<file path="src/rtl/lrc_pkg.sv">
// ****************************************************************
// Register map and field layout
// ****************************************************************
package lrc_pkg;

  // Bus widths
  localparam int ADDR_W = 12;
  localparam int DATA_W = 32;

  // Register indices; byte address is four times the index
  localparam logic [7:0] REF_CTRL_IDX = 8'h9F;
  localparam logic [7:0] CMP_CTRL_IDX = 8'h1F;
  localparam logic [7:0] PORT_DIR_IDX = 8'h85;
  localparam logic [7:0] REF_STAT_IDX = 8'hA0;

  // Byte addresses derived from the indices
  localparam logic [ADDR_W-1:0] REF_CTRL_ADDR = {2'h0, REF_CTRL_IDX, 2'h0};
  localparam logic [ADDR_W-1:0] CMP_CTRL_ADDR = {2'h0, CMP_CTRL_IDX, 2'h0};
  localparam logic [ADDR_W-1:0] PORT_DIR_ADDR = {2'h0, PORT_DIR_IDX, 2'h0};
  localparam logic [ADDR_W-1:0] REF_STAT_ADDR = {2'h0, REF_STAT_IDX, 2'h0};

  // Reference control field positions
  localparam int POWER_BIT = 7;
  localparam int PIN_BIT = 6;
  localparam int RANGE_BIT = 5;
  localparam int TAP_LSB = 0;
  localparam int TAP_W = 4;

  // Writable bits of the reference control register
  localparam logic [7:0] REF_CTRL_MASK = 8'hEF;

  // Reset values
  localparam logic [7:0] REF_CTRL_RST = 8'h00;
  localparam logic [2:0] CMP_MODE_RST = 3'h0;
  localparam logic [4:0] PORT_DIR_RST = 5'h1F;

  // Port direction bit of the analog output pin
  localparam int PIN_DIR_BIT = 2;

  // Comparator mode that selects the internal reference
  localparam logic [2:0] CMP_MODE_INT_REF = 3'h2;

  // Level code in 96ths of supply
  localparam int LEVEL_W = 7;
  localparam logic [LEVEL_W-1:0] HIGH_RANGE_BASE = 7'h18;

  // Bus responses
  localparam logic [1:0] RESP_OKAY = 2'h0;
  localparam logic [1:0] RESP_SLVERR = 2'h2;

  // Register selected by an address
  typedef enum logic [2:0] {
    SEL_NONE,
    SEL_REF_CTRL,
    SEL_CMP_CTRL,
    SEL_PORT_DIR,
    SEL_REF_STAT
  } lrc_sel_t;

endpackage

</file>
<file path="src/rtl/lrc_ladder_ref.sv">
`timescale 1ns/1ps
module lrc_ladder_ref (
  // Clock and reset
  input wire logic I_CLOCK,
  input wire logic I_SYS_RST,
  // AXI4-Lite write address
  input wire logic I_AWVALID,
  output logic O_AWREADY,
  input wire logic [lrc_pkg::ADDR_W-1:0] I_AWADDR,
  input wire logic [2:0] I_AWPROT,
  // AXI4-Lite write data
  input wire logic I_WVALID,
  output logic O_WREADY,
  input wire logic [lrc_pkg::DATA_W-1:0] I_WDATA,
  input wire logic [3:0] I_WSTRB,
  // AXI4-Lite write response
  output logic O_BVALID,
  input wire logic I_BREADY,
  output logic [1:0] O_BRESP,
  // AXI4-Lite read address
  input wire logic I_ARVALID,
  output logic O_ARREADY,
  input wire logic [lrc_pkg::ADDR_W-1:0] I_ARADDR,
  input wire logic [2:0] I_ARPROT,
  // AXI4-Lite read data
  output logic O_RVALID,
  input wire logic I_RREADY,
  output logic [lrc_pkg::DATA_W-1:0] O_RDATA,
  output logic [1:0] O_RRESP,
  // Ladder controls
  output logic O_LADDER_POWER_EN,
  output logic O_RANGE_LOW,
  output logic [lrc_pkg::TAP_W-1:0] O_TAP_SEL,
  output logic [lrc_pkg::LEVEL_W-1:0] O_LEVEL_CODE,
  // Routing of the selected level
  output logic O_PIN_ROUTE_EN,
  output logic O_CMP_POS_REF_SEL
);

  // ****************************************************************
  // Address decode
  // ****************************************************************

  // Maps a byte address to a register
  function automatic lrc_pkg::lrc_sel_t decode_sel(
    input logic [lrc_pkg::ADDR_W-1:0] addr
  );
    lrc_pkg::lrc_sel_t sel;
    sel = lrc_pkg::SEL_NONE;
    if (addr == lrc_pkg::REF_CTRL_ADDR) begin
      sel = lrc_pkg::SEL_REF_CTRL;
    end else if (addr == lrc_pkg::CMP_CTRL_ADDR) begin
      sel = lrc_pkg::SEL_CMP_CTRL;
    end else if (addr == lrc_pkg::PORT_DIR_ADDR) begin
      sel = lrc_pkg::SEL_PORT_DIR;
    end else if (addr == lrc_pkg::REF_STAT_ADDR) begin
      sel = lrc_pkg::SEL_REF_STAT;
    end
    return sel;
  endfunction

  // ****************************************************************
  // Write channel
  // ****************************************************************

  logic aw_held_q;
  logic w_held_q;
  logic [lrc_pkg::ADDR_W-1:0] aw_addr_q;
  logic [7:0] w_byte_q;
  logic w_lane_q;
  logic bvalid_q;
  logic [1:0] bresp_q;
  logic do_write;
  lrc_pkg::lrc_sel_t wr_sel;

  // Each channel is taken once, then held until the response
  assign O_AWREADY = !aw_held_q && !bvalid_q;
  assign O_WREADY = !w_held_q && !bvalid_q;
  assign do_write = aw_held_q && w_held_q && !bvalid_q;
  assign wr_sel = decode_sel(aw_addr_q);

  // Capture of write address
  always_ff @(posedge I_CLOCK) begin
    if (I_SYS_RST) begin
      aw_held_q <= 1'b0;
      aw_addr_q <= '0;
    end else if (I_AWVALID && O_AWREADY) begin
      aw_held_q <= 1'b1;
      aw_addr_q <= I_AWADDR;
    end else if (do_write) begin
      aw_held_q <= 1'b0;
    end
  end

  // Capture of write data, low byte lane only
  always_ff @(posedge I_CLOCK) begin
    if (I_SYS_RST) begin
      w_held_q <= 1'b0;
      w_byte_q <= 8'h00;
      w_lane_q <= 1'b0;
    end else if (I_WVALID && O_WREADY) begin
      w_held_q <= 1'b1;
      w_byte_q <= I_WDATA[7:0];
      w_lane_q <= I_WSTRB[0];
    end else if (do_write) begin
      w_held_q <= 1'b0;
    end
  end

  // Write response
  always_ff @(posedge I_CLOCK) begin
    if (I_SYS_RST) begin
      bvalid_q <= 1'b0;
      bresp_q <= lrc_pkg::RESP_OKAY;
    end else if (do_write) begin
      bvalid_q <= 1'b1;
      bresp_q <= (wr_sel == lrc_pkg::SEL_NONE) ?
                 lrc_pkg::RESP_SLVERR : lrc_pkg::RESP_OKAY;
    end else if (I_BREADY) begin
      bvalid_q <= 1'b0;
    end
  end

  assign O_BVALID = bvalid_q;
  assign O_BRESP = bresp_q;

  // ****************************************************************
  // Registers
  // ****************************************************************

  logic [7:0] ref_ctrl_q;
  logic [2:0] cmp_mode_q;
  logic [4:0] port_dir_q;
  logic wr_lane;

  assign wr_lane = do_write && w_lane_q;

  // Reference control; no wake input, so sleep leaves it intact
  // cleared by every reset
  // only reset or write change it
  // updated on the write's completing edge
  // bit four masked off on write
  always_ff @(posedge I_CLOCK) begin
    if (I_SYS_RST) begin
      ref_ctrl_q <= lrc_pkg::REF_CTRL_RST;
    end else if (wr_lane && wr_sel == lrc_pkg::SEL_REF_CTRL) begin
      ref_ctrl_q <= w_byte_q & lrc_pkg::REF_CTRL_MASK;
    end
  end

  // Comparator mode field
  always_ff @(posedge I_CLOCK) begin
    if (I_SYS_RST) begin
      cmp_mode_q <= lrc_pkg::CMP_MODE_RST;
    end else if (wr_lane && wr_sel == lrc_pkg::SEL_CMP_CTRL) begin
      cmp_mode_q <= w_byte_q[2:0];
    end
  end

  // Port direction bits, set means input
  always_ff @(posedge I_CLOCK) begin
    if (I_SYS_RST) begin
      port_dir_q <= lrc_pkg::PORT_DIR_RST;
    end else if (wr_lane && wr_sel == lrc_pkg::SEL_PORT_DIR) begin
      port_dir_q <= w_byte_q[4:0];
    end
  end

  // ****************************************************************
  // Ladder outputs
  // ****************************************************************

  logic [lrc_pkg::TAP_W-1:0] tap;
  logic [lrc_pkg::LEVEL_W-1:0] low_code;
  logic [lrc_pkg::LEVEL_W-1:0] high_code;

  assign O_LADDER_POWER_EN = ref_ctrl_q[lrc_pkg::POWER_BIT];
  assign O_RANGE_LOW = ref_ctrl_q[lrc_pkg::RANGE_BIT];
  assign tap = ref_ctrl_q[lrc_pkg::TAP_LSB +: lrc_pkg::TAP_W];
  assign O_TAP_SEL = tap;

  assign low_code = {1'b0, tap, 2'b00};
  assign high_code = lrc_pkg::HIGH_RANGE_BASE + {2'b00, tap, 1'b0}
                     + {3'b000, tap};
  assign O_LEVEL_CODE = O_RANGE_LOW ? low_code : high_code;

  // pin needs input direction and enable
  // bit six routes to the pin
  assign O_PIN_ROUTE_EN = ref_ctrl_q[lrc_pkg::PIN_BIT]
                          && port_dir_q[lrc_pkg::PIN_DIR_BIT];
  assign O_CMP_POS_REF_SEL = (cmp_mode_q == lrc_pkg::CMP_MODE_INT_REF);

  // ****************************************************************
  // Read channel
  // ****************************************************************

  logic rvalid_q;
  logic [lrc_pkg::DATA_W-1:0] rdata_q;
  logic [1:0] rresp_q;
  logic [7:0] rd_byte;
  lrc_pkg::lrc_sel_t rd_sel;

  assign O_ARREADY = !rvalid_q;
  assign rd_sel = decode_sel(I_ARADDR);

  // Read mux; status shows effective routing
  always_comb begin
    rd_byte = 8'h00;
    if (rd_sel == lrc_pkg::SEL_REF_CTRL) begin
      rd_byte = ref_ctrl_q;
    end else if (rd_sel == lrc_pkg::SEL_CMP_CTRL) begin
      rd_byte = {5'h00, cmp_mode_q};
    end else if (rd_sel == lrc_pkg::SEL_PORT_DIR) begin
      rd_byte = {3'h0, port_dir_q};
    end else if (rd_sel == lrc_pkg::SEL_REF_STAT) begin
      rd_byte = {5'h00, O_CMP_POS_REF_SEL, O_PIN_ROUTE_EN,
                 O_LADDER_POWER_EN};
    end
  end

  // Read data and response
  always_ff @(posedge I_CLOCK) begin
    if (I_SYS_RST) begin
      rvalid_q <= 1'b0;
      rdata_q <= '0;
      rresp_q <= lrc_pkg::RESP_OKAY;
    end else if (I_ARVALID && O_ARREADY) begin
      rvalid_q <= 1'b1;
      rdata_q <= {24'h000000, rd_byte};
      rresp_q <= (rd_sel == lrc_pkg::SEL_NONE) ?
                 lrc_pkg::RESP_SLVERR : lrc_pkg::RESP_OKAY;
    end else if (I_RREADY) begin
      rvalid_q <= 1'b0;
    end
  end

  assign O_RVALID = rvalid_q;
  assign O_RDATA = rdata_q;
  assign O_RRESP = rresp_q;
endmodule

</file>
<file path="config.mk">
export PLATFORM = sky130hd
export DESIGN_NAME = lrc_ladder_ref
export DESIGN_NICKNAME = d
export VERILOG_FILES = /design/src/rtl/lrc_pkg.sv /design/src/rtl/lrc_ladder_ref.sv
export SDC_FILE = /design/constraint.sdc
export NUM_CORES = 1
export LEC_CHECK = 0
export BUFFER_PORTS_ARGS = -buffer_cell sky130_fd_sc_hd__buf_2
export CORE_AREA = 2 2 74 111
export CTS_CLUSTER_DIAMETER = 100
export CTS_CLUSTER_SIZE = 12
export DETAILED_ROUTE_END_ITERATION = 16
export DIE_AREA = 0 0 76 113
export HOLD_SLACK_MARGIN = 0.05
export SLEW_MARGIN = 10
export SYNTH_ARGS = -nofsm -noshare
export SYNTH_HDL_FRONTEND = slang
export SYNTH_SLANG_ARGS = --single-unit
</file>
<file path="constraint.sdc">
create_clock -name I_CLOCK -period 1.8 [get_ports I_CLOCK]
set_input_delay 0.36 -clock I_CLOCK [delete_from_list [all_inputs] [get_ports I_CLOCK]]
set_output_delay 0.36 -clock I_CLOCK [all_outputs]
set_load 0.005 [all_outputs]
</file>
==> impl_results.md <==
- Finish-stage setup viols: 5
- Reg area: 1010 um^2
- Seq cells post-synth: 50
- Total global-route track usage: 14.0%
- Largest family of logic cells by synthesized area: simple AND/OR/NAND/NOR gates
- Clock Root Buffer: clkbuf_16
- Synth unique cells: 43
- Vias per inst: 4.68
- Fin area: 3230 um^2
- CTS max path bufs: 2
- Compound-cell area share of the yosys netlist: 14.7%
- Area growth from synthesis to layout: 24.9%
- Slew Limit Fails: 0
- Xor and xnor area share after synthesis: 0.677%
- Cell area after synthesis: 2590 um^2
- Hold slack: 0.305 ns
- Syn. warnings: 0
- Clk sink count: 50
- CTS Hold Bufs: 0
- Worst VDD drop: 384 uV
- DRT Wirelength: 5840 um
- Largest net degree at the start of global routing: 30
- Simple-gate share of the synthesized area: 26.4%
- Outcome: finished with violations
- Clock latency on the worst-skew pair: 0.29 ns
- Remaining Overflow, GRT: 0
- Power Dens Cells: 772 nW/um^2
- First-pass GRT wire length: 9850 um
- Crit Path Class: flop to output pin
- Count leader, synth: nand2_1
- WL/cell: 11.7 um
- Number of remaining DRC errors: 0
- Adder-Cell Fraction of Synth Area: 3.96%
- Top area cells in the synthesized netlist: dfxtp_1 39%, buf_4 9.0%, a21oi_1 8.5%
- Leakage Power: 1.37 nW
- Placed cell area: 3050 um^2
- Async S/R FF share, synth: 0%
- Fraction of layout cells with a size suffix above 1: 29.2%
- Diode count: 0
- Final Hold Fails: 0
- WP data arrival: 1.85 ns
- Unrepaired setup endpoints after global routing: true
- TritonCTS Buffers: 5
- Core Box Area: 7560 um^2
- Main synth FF type: dfxtp_1
- Initial Util: 34.2%
- Post-DP HPWL: 4530 um
- Final period util: 123%
- Clock transition at path regs: 0.07 ns
- CP Capture Type: output pin
- Mapped Avg Cell Area: 8.04 um^2
- Critical Path RT: 1.44 ns
- Die height: 113 um
- Initial antenna violation count: 0
- Nets: 476
- Final WS setup: -0.413 ns
- Final Wtd Congestion: 0.864
- Multi-input gate area: 1410 um^2
- Htree depth: 2
- Die Wd: 76 um
- Tmin final: 2.21 ns
- Port bufs: 69
- Worst Path Max Fanout: 5
- Clock Skews: 0.00551 ns
- Fillers: 795
- Die footprint: 8590 um^2
- Min-delay worst type: primary input to flop
- Startpoint class of the critical path: flop
- Failing checks: negative setup slack
- Dpl ws: -0.157 ns
- Seq/Total Area, Yosys: 38.7%
- Syn Inst Count: 322
- Commonest cells post-synth: 54 x nand2_1, 50 x dfxtp_1, 44 x a21oi_1, 31 x buf_4, 26 x nor2_1
- Top Ports: 129
- Initial DRC Count: 75
- Rows: 39
- Highest clock rate: 452 MHz
- EDFF count, synth: 0
- Drt first pass iters: 4
- CTS tree: yes
- Mux contribution to synthesized area: 2.80%
- Via count: 2336
- Vias in the first global route: 2161
- MaxCap Viol Count: 0
- Area leader, netlist: dfxtp_1
- Post-synth top area share: 38.7%
- Final ANT Viol Nets: 0
==> where the power goes <==
group	switching, W	leakage [nW]	internal (W)
combinational	0.000150	0.879	0.000111
clock	0.000403	0.0836	0.000651
sequential	0.0000347	0.410	0.00115
==> per-layer routing <==
layer | global-route usage (%) | vias up | wire length (um) | share of wire (%)
met4 | 4.24 | 0 | 76 | 1.3
li1 | - | 1192 | - | -
met1 | 15.5 | 1063 | 2410 | 41
met2 | 26.7 | 72 | 3060 | 52
met5 | 0 | - | 0 | 0
met3 | 2.79 | 9 | 290 | 5.0
==> placed cells by master, fill, tap and decap left out, drive strengths merged <==
| master | instances |
|---|---|
| clkinv | 2 |
| a21oi | 44 |
| o21ai | 13 |
| nor4 | 3 |
| nor2 | 26 |
| fa | 2 |
| or3 | 1 |
| o21ba | 1 |
| o211ai | 1 |
| and4 | 1 |
| and2 | 6 |
| and3b | 2 |
| inv | 8 |
| and3 | 2 |
| nand2 | 54 |
| nand3 | 15 |
| conb | 26 |
| mux2i | 5 |
| buf | 87 |
| o221a | 2 |
| nand4b | 1 |
| o311a | 1 |
| nand4 | 3 |
| o221ai | 1 |
| xor2 | 1 |
| mux2 | 2 |
| nor3 | 7 |
| nor3b | 3 |
| a211oi | 1 |
| nor4b | 2 |
| a22oi | 4 |
| nand2b | 2 |
| bufinv | 1 |
| ha | 5 |
| clkbuf | 5 |
| xnor2 | 1 |
| dfxtp | 50 |
| nor2b | 4 |
| and4b | 2 |
==> cell type report <==
type	count	area share, %
well taps	102	3.95
inverters	8	0.928
repair buffers	87	15.2
clock buffers	5	3.87
flip-flops and latches	50	31.3
clock inverters	3	1.24
multi-input cells	244	43.5
==> worst max-delay path: stages, from the launching register on <==
cell and delay (ns):
dfxtp_4 0.37, buf_4 0.14, ha_4 0.23, fa_2 0.45, mux2_2 0.26, buf_2 0.12
==> worst paths after layout <==
check	start	to	slack, ns	cells past startpoint
worst min-delay path	I_AWADDR[7]	aw_addr_q[7]	0.30	3
worst max register to register	O_BVALID	port_dir_q[3]	0.26	4
worst max-delay path	ref_ctrl_q[2]	O_LEVEL_CODE[3]	-0.41	5
worst min register to register	O_RDATA[4]	O_RDATA[4]	0.45	2
==> through the flow <==
stage	setup TNS, ns	total power [W]	cells	util [%]
after global routing	-1.89	0.00261	499	42.8
after floorplan	0	0.00140	347	-
after CTS	-1.65	0.00252	498	42.6
after detailed placement	-0.393	0.00147	490	40.3
after global placement	-0.295	0.00147	490	40.3
final	-1.56	0.00250	499	42.8
==> registers in the layout (all words and copies together) (netlist names), 3 cells and up <==
register    flops
cmp_mode_q      3
port_dir_q      5
O_RDATA         8
aw_addr_q      12
w_byte_q        8
ref_ctrl_q      7
==> cells by family (layout without fill, tap and decap cells) <==
family          count (synthesis)  count (layout)
xor+xnor                        2               2
simple gates                  134             134
compound gates                 68              68
other cells                     1              26
flops                          50              50
fa+ha+maj                       7               7
buf+inv                        53             103
mux                             7               7
==> what timing repair did <==
| item | CTS | global route |
|---|---|---|
| gates resized for setup | 4 | 2 |
| pin swaps | 2 | 1 |
| buffers inserted | 0 | 1 |
| setup endpoints to repair | 5 | 5 |
Power figures use the tool's default switching activity.
